**config.mk**
```make
export PLATFORM = sky130hd
export DESIGN_NAME = boot_mode_serial_ram_loader
export DESIGN_NICKNAME = d
export VERILOG_FILES = /design/src/pkg/boot_loader_pkg.sv /design/src/rtl/byte_fifo.sv /design/src/rtl/boot_mode_serial_ram_loader.sv
export SDC_FILE = /design/constraint.sdc
export NUM_CORES = 1
export LEC_CHECK = 0
export ABC_AREA = 0
export CORE_ASPECT_RATIO = 1.75
export CORE_MARGIN = 2
export CORE_UTILIZATION = 40
export CTS_BUF_LIST = sky130_fd_sc_hd__clkbuf_4
export DETAILED_ROUTE_END_ITERATION = 16
export DONT_BUFFER_PORTS = 1
export GPL_TIMING_DRIVEN = 0
export HOLD_SLACK_MARGIN = 0.03
export SLEW_MARGIN = 15
export SYNTH_ARGS = -nofsm -noshare
export SYNTH_HDL_FRONTEND = slang
export SYNTH_HIERARCHICAL = 1
export SYNTH_SLANG_ARGS = --single-unit
```
**constraint.sdc**
```tcl
create_clock -name sys_clk_in -period 7.81 [get_ports sys_clk_in]
set_input_delay 0.3905 -clock sys_clk_in [delete_from_list [all_inputs] [get_ports sys_clk_in]]
set_output_delay 0.3905 -clock sys_clk_in [all_outputs]
set_load 0.01 [all_outputs]
```
**src/pkg/boot_loader_pkg.sv**
```systemverilog
// constants and types shared by the boot mode serial ram loader
package boot_loader_pkg;
  localparam int CLK_HZ = 10_000_000;
  localparam int BAUD_RATE = 9600;
  localparam int BIT_CYCLES = (CLK_HZ + BAUD_RATE / 2) / BAUD_RATE;
  localparam int HOLD_MACHINE_CYCLES = 30;
  localparam int SETTLE_SHORT_CYCLES = 16;
  localparam int SETTLE_LONG_CYCLES = 4064;
  localparam logic [15:0] LOAD_BASE_ADDR = 16'h0050;
  localparam logic [15:0] PROG_START_ADDR = 16'h0051;
  localparam logic [7:0] JUMP_KEY = 8'hcc;
  localparam logic SECURITY_OPEN = 1'b1;
  localparam int FIFO_DEPTH = 16;

  typedef enum logic [1:0] {
    MODE_SINGLE_CHIP,
    MODE_RAM_LOADER,
    MODE_JUMP,
    MODE_NONE
  } boot_mode_t;

  function automatic boot_mode_t decode_mode(input logic irq_high, input logic cap, input logic sa, input logic sb);
    if (!irq_high || !cap) begin
      decode_mode = MODE_SINGLE_CHIP;
    end else if (sa && !sb) begin
      decode_mode = MODE_RAM_LOADER;
    end else if (sa && sb) begin
      decode_mode = MODE_JUMP;
    end else begin
      decode_mode = MODE_SINGLE_CHIP;
    end
  endfunction : decode_mode
endpackage : boot_loader_pkg

```
**src/rtl/byte_fifo.sv**
```systemverilog
// synchronous fifo with valid/ready on both sides
`timescale 1ns/1ps
module byte_fifo #(
  parameter int WIDTH = 8,
  parameter int DEPTH = 16
) (
  input wire logic sys_clk_in,
  input wire logic resetn_in,
  input wire logic in_valid_in,
  output logic in_ready_out,
  input wire logic [WIDTH-1:0] in_data_in,
  output logic out_valid_out,
  input wire logic out_ready_in,
  output logic [WIDTH-1:0] out_data_out
);
  localparam int AW = $clog2(DEPTH);
  logic [WIDTH-1:0] mem_q [DEPTH];
  logic [AW:0] wr_q, wr_d, rd_q, rd_d;
  logic push, pop;

  assign in_ready_out = (wr_q - rd_q) != (AW+1)'(DEPTH);
  assign out_valid_out = wr_q != rd_q;
  assign push = in_valid_in && in_ready_out;
  assign pop = out_valid_out && out_ready_in;
  assign out_data_out = mem_q[rd_q[AW-1:0]];

  always_comb begin
    wr_d = push ? wr_q + 1'b1 : wr_q;
    rd_d = pop ? rd_q + 1'b1 : rd_q;
  end

  always_ff @(posedge sys_clk_in or negedge resetn_in) begin
    if (!resetn_in) begin
      wr_q <= '0;
      rd_q <= '0;
    end else begin
      wr_q <= wr_d;
      rd_q <= rd_d;
    end
  end

  // storage has no reset, which keeps it a plain ram array
  always_ff @(posedge sys_clk_in) begin
    if (push) begin
      mem_q[wr_q[AW-1:0]] <= in_data_in;
    end
  end
endmodule : byte_fifo

```
**src/rtl/boot_mode_serial_ram_loader.sv**
```systemverilog
// boot mode decode, oscillator settle wait and serial ram loader
`timescale 1ns/1ps
module boot_mode_serial_ram_loader
  import boot_loader_pkg::*;
#(
  parameter int SETTLE_CYCLES = SETTLE_LONG_CYCLES,
  parameter int BIT_TIME = BIT_CYCLES
) (
  input wire logic sys_clk_in,
  input wire logic resetn_in,
  input wire logic power_on_in,
  input wire logic irq_high_volt_in,
  input wire logic capture_one_pin_in,
  input wire logic boot_select_a_in,
  input wire logic boot_select_b_in,
  input wire logic security_lock_bit_in,
  input wire logic [7:0] port_a_in,
  input wire logic [7:0] port_b_in,
  input wire logic [7:0] port_c_in,
  input wire logic serial_rx_in,
  input wire logic ram_ready_in,
  output logic ram_we_out,
  output logic [15:0] ram_addr_out,
  output logic [7:0] ram_data_out,
  output logic [1:0] boot_mode_out,
  output logic cpu_run_out,
  output logic [15:0] start_addr_out,
  output logic loader_busy_out
);
  import boot_loader_pkg::*;

  // ----------------------------------------------------------------
  // input synchronisers
  // ----------------------------------------------------------------
  logic [6:0] s1_q, s2_q;
  logic [23:0] p1_q, p2_q;
  always_ff @(posedge sys_clk_in or negedge resetn_in) begin
    if (!resetn_in) begin
      // resetting high makes an external reset wait until the real pin levels have crossed
      s1_q <= 7'h7f;
      s2_q <= 7'h7f;
      p1_q <= '0;
      p2_q <= '0;
    end else begin
      s1_q <= {serial_rx_in, irq_high_volt_in, capture_one_pin_in, boot_select_a_in, boot_select_b_in,
               security_lock_bit_in, power_on_in};
      s2_q <= s1_q;
      p1_q <= {port_a_in, port_b_in, port_c_in};
      p2_q <= p1_q;
    end
  end
  logic rx, irq_s, cap_s, sa_s, sb_s, sec_s, pwr_s;
  assign {rx, irq_s, cap_s, sa_s, sb_s, sec_s, pwr_s} = s2_q;

  // ----------------------------------------------------------------
  // sequencer
  // ----------------------------------------------------------------
  typedef enum logic [2:0] {ST_SETTLE, ST_SAMPLE, ST_LOAD, ST_JUMP, ST_RUN, ST_HALT} seq_t;
  localparam int SW = $clog2(SETTLE_CYCLES + 4);
  seq_t st_q, st_d;
  logic [SW-1:0] cnt_q, cnt_d;
  boot_mode_t mode_q, mode_d;
  logic [15:0] start_q, start_d;
  logic [7:0] total_q, total_d;
  logic [7:0] stored_q, stored_d;
  logic [15:0] waddr_q, waddr_d;
  logic fifo_valid, fifo_ready, fifo_in_ready;
  logic [7:0] fifo_data;
  logic byte_done;
  logic [7:0] byte_val;

  // after an external reset only the pins need to settle; power-on waits the full delay
  always_comb begin
    st_d = st_q;
    cnt_d = cnt_q;
    mode_d = mode_q;
    start_d = start_q;
    total_d = total_q;
    stored_d = stored_q;
    waddr_d = waddr_q;
    case (st_q)
      ST_SETTLE: begin
        if (cnt_q >= SW'(SETTLE_CYCLES - 1) || !pwr_s) begin
          st_d = ST_SAMPLE;
          cnt_d = '0;
        end else begin
          cnt_d = cnt_q + 1'b1;
        end
      end
      ST_SAMPLE: begin
        // pins are read once the synchronisers hold post-release levels; the fixture keeps them steady
        mode_d = decode_mode(irq_s, cap_s, sa_s, sb_s);
        if (mode_d == MODE_RAM_LOADER && sec_s == SECURITY_OPEN) begin
          st_d = ST_LOAD;
          waddr_d = LOAD_BASE_ADDR;
          stored_d = '0;
          total_d = '0;
        end else if (mode_d == MODE_JUMP && p2_q[23:16] == JUMP_KEY) begin
          st_d = ST_RUN;
          start_d = p2_q[15:0];
        end else if (mode_d == MODE_JUMP) begin
          st_d = ST_HALT;
        end else begin
          mode_d = MODE_SINGLE_CHIP;
          st_d = ST_RUN;
          start_d = '0;
        end
      end
      ST_LOAD: begin
        if (fifo_valid && ram_ready_in) begin
          waddr_d = waddr_q + 16'h0001;
          stored_d = stored_q + 8'h01;
          if (stored_q == 8'h00) begin
            total_d = fifo_data;
          end
          if ((stored_q == 8'h00 && fifo_data <= 8'h01) || (stored_q != 8'h00 && stored_q + 8'h01 == total_q)) begin
            st_d = ST_RUN;
            start_d = PROG_START_ADDR;
          end
        end
      end
      ST_RUN, ST_HALT: begin
        st_d = st_q;
      end
      default: begin
        st_d = ST_SETTLE;
      end
    endcase
  end

  always_ff @(posedge sys_clk_in or negedge resetn_in) begin
    if (!resetn_in) begin
      st_q <= ST_SETTLE;
      cnt_q <= '0;
      mode_q <= MODE_SINGLE_CHIP;
      start_q <= '0;
      total_q <= '0;
      stored_q <= '0;
      waddr_q <= LOAD_BASE_ADDR;
    end else begin
      st_q <= st_d;
      cnt_q <= cnt_d;
      mode_q <= mode_d;
      start_q <= start_d;
      total_q <= total_d;
      stored_q <= stored_d;
      waddr_q <= waddr_d;
    end
  end

  // ram is never cleared here, so a held-off program survives reset
  assign fifo_ready = (st_q == ST_LOAD) && ram_ready_in;
  assign ram_we_out = fifo_ready && fifo_valid;
  assign ram_addr_out = waddr_q;
  assign ram_data_out = fifo_data;
  assign boot_mode_out = mode_q;
  assign cpu_run_out = st_q == ST_RUN;
  assign start_addr_out = start_q;
  assign loader_busy_out = st_q == ST_LOAD;

  // ----------------------------------------------------------------
  // serial receiver
  // ----------------------------------------------------------------
  typedef enum logic [1:0] {RX_IDLE, RX_START, RX_DATA, RX_STOP} rx_t;
  localparam int BW = $clog2(BIT_TIME + 1);
  rx_t rs_q, rs_d;
  logic [BW-1:0] bt_q, bt_d;
  logic [2:0] bi_q, bi_d;
  logic [7:0] sh_q, sh_d;
  logic rx_en;
  assign rx_en = st_q == ST_LOAD;

  // a byte is lost if the ram side stalls the fifo full; host pacing avoids it
  always_comb begin
    rs_d = rs_q;
    bt_d = bt_q;
    bi_d = bi_q;
    sh_d = sh_q;
    byte_done = 1'b0;
    byte_val = sh_q;
    case (rs_q)
      RX_IDLE: begin
        bt_d = '0;
        if (rx_en && !rx) begin
          rs_d = RX_START;
        end
      end
      RX_START: begin
        bt_d = bt_q + 1'b1;
        if (bt_q == BW'(BIT_TIME / 2)) begin
          bt_d = '0;
          rs_d = rx ? RX_IDLE : RX_DATA;
          bi_d = '0;
        end
      end
      RX_DATA: begin
        bt_d = bt_q + 1'b1;
        if (bt_q == BW'(BIT_TIME - 1)) begin
          bt_d = '0;
          sh_d = {rx, sh_q[7:1]};
          bi_d = bi_q + 3'h1;
          if (bi_q == 3'h7) begin
            rs_d = RX_STOP;
          end
        end
      end
      RX_STOP: begin
        bt_d = bt_q + 1'b1;
        if (bt_q == BW'(BIT_TIME - 1)) begin
          rs_d = RX_IDLE;
          byte_done = rx;
        end
      end
      default: begin
        rs_d = RX_IDLE;
      end
    endcase
  end

  always_ff @(posedge sys_clk_in or negedge resetn_in) begin
    if (!resetn_in) begin
      rs_q <= RX_IDLE;
      bt_q <= '0;
      bi_q <= '0;
      sh_q <= '0;
    end else begin
      rs_q <= rs_d;
      bt_q <= bt_d;
      bi_q <= bi_d;
      sh_q <= sh_d;
    end
  end

  byte_fifo #(.WIDTH(8), .DEPTH(FIFO_DEPTH)) u_fifo (
    .sys_clk_in(sys_clk_in),
    .resetn_in(resetn_in),
    .in_valid_in(byte_done),
    .in_ready_out(fifo_in_ready),
    .in_data_in(byte_val),
    .out_valid_out(fifo_valid),
    .out_ready_in(fifo_ready),
    .out_data_out(fifo_data)
  );
endmodule : boot_mode_serial_ram_loader

```
==> run_results.csv, run 1 <==
group,metric,value,unit
worst_setup_path,path_cells,"buf_2, buf_2, clkinv_1, ha_1, nand2_1, or3_1, nand3_1, buf_2, nand2_1, o21ai_1, buf_2, o21ai_0",
clock_network,ctsResizeCount,0,
worst_setup_path,timing.rr.start,"u_fifo/rd_q[2]",
power,power,3.02,mW
detailed_routing,drt_iter0_markers,367,
floorplan,rows,83,
finish,seq_area,7890,sq um
hold_path,hp-start,"boot_select_b_in",
global_routing,grt_first_pass_wirelength,40.9,mm
global_routing,antenna_found_initial,1,
finish,multi_input_area,3740,sq um
timing,fmax,241,MHz
placement,port_buffers,0,
clock_network,cts_tree,"done",
clock_network,numCtsBuffers,66,
timing,rsz0062_at_grt,"no",
detailed_routing,via_per_inst,5.21,
finish,final_cells,1394,
placement,hpwl,17.8,mm
clock_network,cts_setup_buffers,0,
worst_setup_path,endpoint_kind,"flip-flop",
global_routing,globalRouteOverflowTotal,0,
hold_path,min_path_cells,1,
floorplan,dieArea,30900,sq um
clock_network,clk_pin_slew,0.07,ns
worst_setup_path,path_max_fanout,10,
timing,worst-slew-pin-transition,0.894,ns
worst_setup_path,crit_type,"flip-flop to flip-flop",
timing,slew_violations,0,
worst_setup_path,arrival,4.74,ns
detailed_routing,wl,25.8,mm
timing,fin_skew,0.0501,ns
floorplan,start_util,40.4,%
floorplan,die_h,231,um
detailed_routing,vias,7266,
hold_path,hp-class,"input pin to flip-flop",
placement,numPlacedInstances,1237,
worst_setup_path,reg2reg_to,"total_q[6]",
timing,setup_tns,0,ns
floorplan,core,29200,sq um
run_status,outcome,"finished clean",
worst_setup_path,critPathSlowestCell,"ha_1",
worst_setup_path,worstPathRequired,8.40,ns
power,max-vdd-ir-drop,0.0876,mV
yosys,ys_warn_count,6,
finish,fillers,2576,
detailed_routing,wire_per_inst,18.5,um
placement,gp_congestion,0.828,
detailed_routing,drc,0,
worst_setup_path,cp_common_cell,"buf_2",
yosys,netlist_instances,851,
run,max_cap_viol_count,0,
yosys,synth_area_per_cell,13.9,sq um
detailed_routing,dr.pass1.iters,5,
yosys,syn_nets,902,
floorplan,io_pins,79,
timing,whs,0.203,ns
clock_network,cts_max_level,3,
power,p_per_area,220,nW/um^2
timing,worst_slack,3.66,ns
placement,post-place-ws,3.69,ns
floorplan,die_x,134,um
timing,post-route-period-util,53.2,%
global_routing,grt_pass1_vias,7770,
yosys,syn_area,11800,sq um
worst_setup_path,start_kind,"flip-flop",
worst_setup_path,reg2regPathDepth,12,
timing,hold_viol,0,
global_routing,grt_max_degree,162,
finish,drive_above_1_share,21.5,%
clock_network,clk_latency,0.73,ns
finish,nets,1008,
worst_setup_path,slowest_delay,0.52,ns
finish,area_growth,16.2,%
detailed_routing,ant_nets,0,
timing,setup_violations,0,
clock_network,cts_root_buf,"clkbuf_4",
worst_setup_path,r2r_slack,3.66,ns
timing,min_period,4.15,ns
global_routing,grt_use_total,17.4,%
timing,slew_headroom,38.8,%
power,p_leak,5.01,nW
clock_network,cts_hold_buf,34,
clock_network,numClockSinks,289,
clock_network,cts_buffer_depth,3,
hold_path,min_to,"s1_q[2]",
[layout by cell type, fill, tap and decap left out, types with 7 or more instances in the layout]
cell           count
nand2b_1           8
edfxtp_1         128
clkbuf_4         103
nand4_1           10
mux2_2             7
o31ai_1            7
and3_1            14
inv_1             21
nor3_1            11
nor3_2            12
a31oi_1           10
o21ai_0           45
xnor2_1           16
xor2_1            20
or3_1             11
clkinv_1          14
clkbuf_1          15
a21oi_1           19
nor2_1            46
buf_2              9
ha_1              17
nand2_1          105
dlygate4sd3_1     33
dfstp_2           16
nand3_1           27
a22o_1            13
dfrtp_1          145
mux4_2            32
[per-layer routing]
layer,share of wire [%],global-route usage [%]
met5,0,0
met3,4.5,4.62
met4,4.6,10.5
met2,56,32.1
met1,35,17.1
[worst max-delay path by stage]
stage                         startpoint  slack (ns)            endpoint  cells past startpoint
after floorplan           u_fifo/rd_q[2]        4.53  u_fifo/mem_q[0][0]                      9
after global placement           bt_q[5]        3.16  u_fifo/mem_q[1][4]                      7
after detailed placement  u_fifo/rd_q[2]        3.69          total_q[6]                     12
after CTS                 u_fifo/rd_q[2]        3.67          total_q[6]                     12
after global routing      u_fifo/rd_q[2]        3.44          total_q[7]                     13
final                     u_fifo/rd_q[2]        3.66          total_q[6]                     12
[state kept, by name, summed over array words and instances (netlist names), named ones only]
name	count
s2_q	7
u_fifo/wr_q	5
p1_q	24
st_q	3
total_q	8
ram_addr_out	16
u_fifo/rd_q	5
byte_val	8
cnt_q	12
bi_q	3
boot_mode_out	2
start_addr_out	16
rs_q	1
p2_q	24
s1_q	7
stored_q	8
bt_q	11
u_fifo/mem_q	128
[through the flow]
stage               instance area, sq um  util (%)
global route                       13700      47.0
detailed placement                 12400      42.5
floorplan                          11800         -
finish                             13700      47.0
global placement                   12300      42.1
CTS                                13700      47.0
[worst max-delay path: cells and delay by family (launching register included)]
kind,cells,cell delay (ns)
compound gates,2,0.48
fa+ha+maj,1,0.52
buf+inv,5,1.60
flops,1,0.32
simple gates,4,1.10
[power by group]
group | internal [mW] | switching, mW
logic | 0.0262 | 0.0369
registers | 1.61 | 0.0224
clock network | 0.738 | 0.590
[final cells by class]
class | instances | share of cell area, %
Sequential cell | 289 | 57.6
Tap cell | 382 | 3.49
Buffer | 31 | 1.17
Inverter | 24 | 0.657
Timing Repair Buffer | 38 | 2.81
Clock buffer | 103 | 5.64
Antenna cell | 1 | 0.0182
Clock inverter | 19 | 1.39
Multi-Input combinational cell | 507 | 27.3
No activity file was read; power rests on OpenSTA's default activity.
==> inputs of run 2 (changes only) <==
Settings changed: ABC_AREA 0 to 1.
Clock period 7.81 ns to 3.35 ns, I/O delays scaled along.
==> run_results.csv, run 2 <==
group,metric,value,unit
clock_network,numClockSinks,289,
finish,area_growth,16.8,%
yosys,ys_seq_elements,289,
yosys,synth_area_leader_cell,"edfxtp_1",
worst_setup_path,cp_top_family,"simple AND/OR/NAND/NOR gates",
clock_network,cts_root_buf,"clkbuf_4",
yosys,syn_nets,1195,
yosys,synth_cell_type_count,50,
yosys,synth_top_area_share,31.4,%
run_status,failed_checks,"negative hold slack",
yosys,synth_ff_type,"dfrtp_1",
placement,port_buffers,0,
timing,slew_violations,0,
detailed_routing,wl,30.0,mm
floorplan,die_h,236,um
hold_path,hp-class,"input pin to asynchronous set/reset pin",
run_status,outcome,"complete, but fails checks",
worst_setup_path,path_max_fanout,10,
placement,hpwl,20.6,mm
timing,worst-slew-pin-transition,0.902,ns
worst_setup_path,start_kind,"flip-flop",
yosys,synth-seq-area-share,64.4,%
yosys,synth_area_per_cell,10.7,sq um
global_routing,globalRouteOverflowTotal,0,
floorplan,core,30200,sq um
global_routing,grt_first_pass_wirelength,48.0,mm
finish,final_common_cell,"nand2_1",
yosys,synth_edf_count,128,
finish,nets,1331,
clock_network,cts_tree,"done",
clock_network,cts_hold_buf,63,
worst_setup_path,crit_type,"flip-flop to flip-flop",
yosys,synth.most_common_cell,"nand2_1",
detailed_routing,wire_per_inst,17.4,um
yosys,ys_warn_count,6,
yosys,synth.area.top_cells,"edfxtp_1 (31%), dfrtp_1 (30%), nand2_1 (6.2%), nor2_1 (4.6%), o21ai_0 (3.5%)",
global_routing,grt_pass1_vias,9313,
placement,gp_congestion,0.812,
power,power,7.72,mW
worst_setup_path,reg2regPathDepth,12,
detailed_routing,vias,8561,
detailed_routing,dr.pass1.iters,5,
placement,place_area,12700,sq um
clock_network,numCtsBuffers,71,
timing,fin_skew,0.0682,ns
clock_network,clk_pin_slew,0.08,ns
global_routing,grt_max_degree,162,
detailed_routing,drc,0,
timing,slew_headroom,39.6,%
worst_setup_path,timing.rr.start,"u_fifo/rd_q[1]",
power,p_per_area,539,nW/um^2
clock_network,clk_latency,0.79,ns
finish,drive_above_1_share,18.5,%
worst_setup_path,arrival,3.43,ns
timing,hold_viol,161,
finish,final_cell_mix,"nand2_1 (202), nor2_1 (148), dfrtp_1 (145), edfxtp_1 (128), clkbuf_4 (102)",
worst_setup_path,path_cells,"inv_1, buf_2, ha_1, nand2_2, nand2_1, nand2_1, nand2_1, nand2_1, nand2_2, nand2_4, nand2_4, nor2_1",
timing,setup_violations,0,
worst_setup_path,crit_buf_inv,2,
worst_setup_path,endpoint_kind,"flip-flop",
clock_network,cts_buffer_depth,3,
yosys,netlist_instances,1144,
detailed_routing,drt_iter0_markers,359,
timing,rsz0062_at_grt,"no",
worst_setup_path,reg2reg_to,"u_fifo/mem_q[9][6]",
global_routing,grt_use_total,19.5,%
timing,whs,-0.903,ns
clock_network,cts_max_level,3,
floorplan,rows,84,
floorplan,io_pins,79,
power,p_leak,5.57,nW
floorplan,start_util,40.6,%
floorplan,dieArea,32100,sq um
detailed_routing,via_per_inst,4.97,
yosys,syn_area,12300,sq um
yosys,async_flop_share,55.7,%
timing,fmax,325,MHz
worst_setup_path,r2r_slack,0.28,ns
detailed_routing,ant_nets,0,
run,max_cap_viol_count,0,
yosys,synth_commonest_cells,"nand2_1 (202), nor2_1 (149), dfrtp_1 (145)",
timing,setup_tns,0,ns
timing,post-route-period-util,91.8,%
finish,fin_area,14300,sq um
floorplan,die_x,136,um
timing,min_period,3.07,ns
power,max-vdd-ir-drop,0.301,mV
worst_setup_path,critPathSlowestCell,"nor2_1",
finish,largest_reg_flops,128,
worst_setup_path,worstPathRequired,3.71,ns
global_routing,antenna_found_initial,2,
worst_setup_path,cp_common_cell,"nand2_1",
worst_setup_path,slowest_delay,0.72,ns
-- run 2: report_power, final --
group | leakage, nW | switching (mW) | internal (mW)
combinational | 2.12 | 0.460 | 0.269
sequential | 2.90 | 0.149 | 3.86
clock | 0.542 | 1.48 | 1.51
-- run 2: worst max-delay path by stage --
stage | endpoint | cells after the start | slack (ns) | start
5_1_grt | u_fifo/mem_q[9][6] | 12 | 0.03 | u_fifo/rd_q[1]
2_1_floorplan | u_fifo/mem_q[11][0] | 10 | 0.96 | bt_q[1]
6_report | u_fifo/mem_q[9][6] | 12 | 0.28 | u_fifo/rd_q[1]
4_1_cts | u_fifo/mem_q[11][6] | 10 | 0.12 | bt_q[1]
3_3_place_gp | start_addr_out[4] | 17 | 0.16 | u_fifo/rd_q[0]
3_5_place_dp | start_addr_out[8] | 17 | 0.13 | u_fifo/rd_q[0]
-- run 2: final cells by class --
type / instances / area [sq um]
diodes: 3 / 7.51
flip-flops and latches: 289 / 7890
clock inverters: 25 / 159
well taps: 387 / 484
multi-input cells: 731 / 3840
repair buffers: 63 / 631
clock buffers: 102 / 766
fillers: 2771 / 15800
plain buffers: 33 / 201
inverters: 91 / 344
-- run 2: what timing repair did --
item | 4_1_cts | 5_1_grt
gates resized for setup | 0 | 4
setup endpoints to repair | 0 | 22
endpoints found under the hold margin | 206 | 161
setup buffers | 0 | 0
-- run 2: worst reg2reg max path, cell delays in order, from the launching register on --
cell	delay, ns
dfrtp_1	0.45
inv_1	0.23
buf_2	0.30
ha_1	0.31
nand2_2	0.10
nand2_1	0.07
nand2_1	0.09
nand2_1	0.06
nand2_1	0.07
nand2_2	0.06
nand2_4	0.12
nand2_4	0.10
nor2_1	0.72
-- run 2: kinds of logic after synthesis --
group | Yosys count | share of synthesized area, %
multiplexers | 1 | 0.0817
adder cells (fa/ha/maj) | 17 | 1.74
flip-flops | 289 | 64.4
AND/OR/NAND/NOR | 522 | 19.3
buffers and inverters | 124 | 4.45
XOR/XNOR | 21 | 1.56
AO/OA/AOI/OAI | 170 | 8.46
-- run 2: per-layer routing --
| metal | up-vias | share of wire [%] | track usage [%] |
|---|---|---|---|
| met5 | - | 0 | 0 |
| met4 | 0 | 3.7 | 9.75 |
| met1 | 4133 | 35 | 18.3 |
| met2 | 175 | 57 | 37.6 |
| li1 | 4186 | - | - |
| met3 | 67 | 4.8 | 5.06 |
-- run 2: per-stage QoR --
step	hold WS, ns	std cells	utilization [%]	setup slack [ns]
6_report	-0.903	1724	47.5	0.276
4_1_cts	-0.987	1721	47.4	0.121
5_1_grt	-0.990	1724	47.5	0.0259
2_1_floorplan	-0.128	1144	-	0.956
3_3_place_gp	-0.125	1531	42.2	0.161
3_5_place_dp	-0.125	1531	42.2	0.131
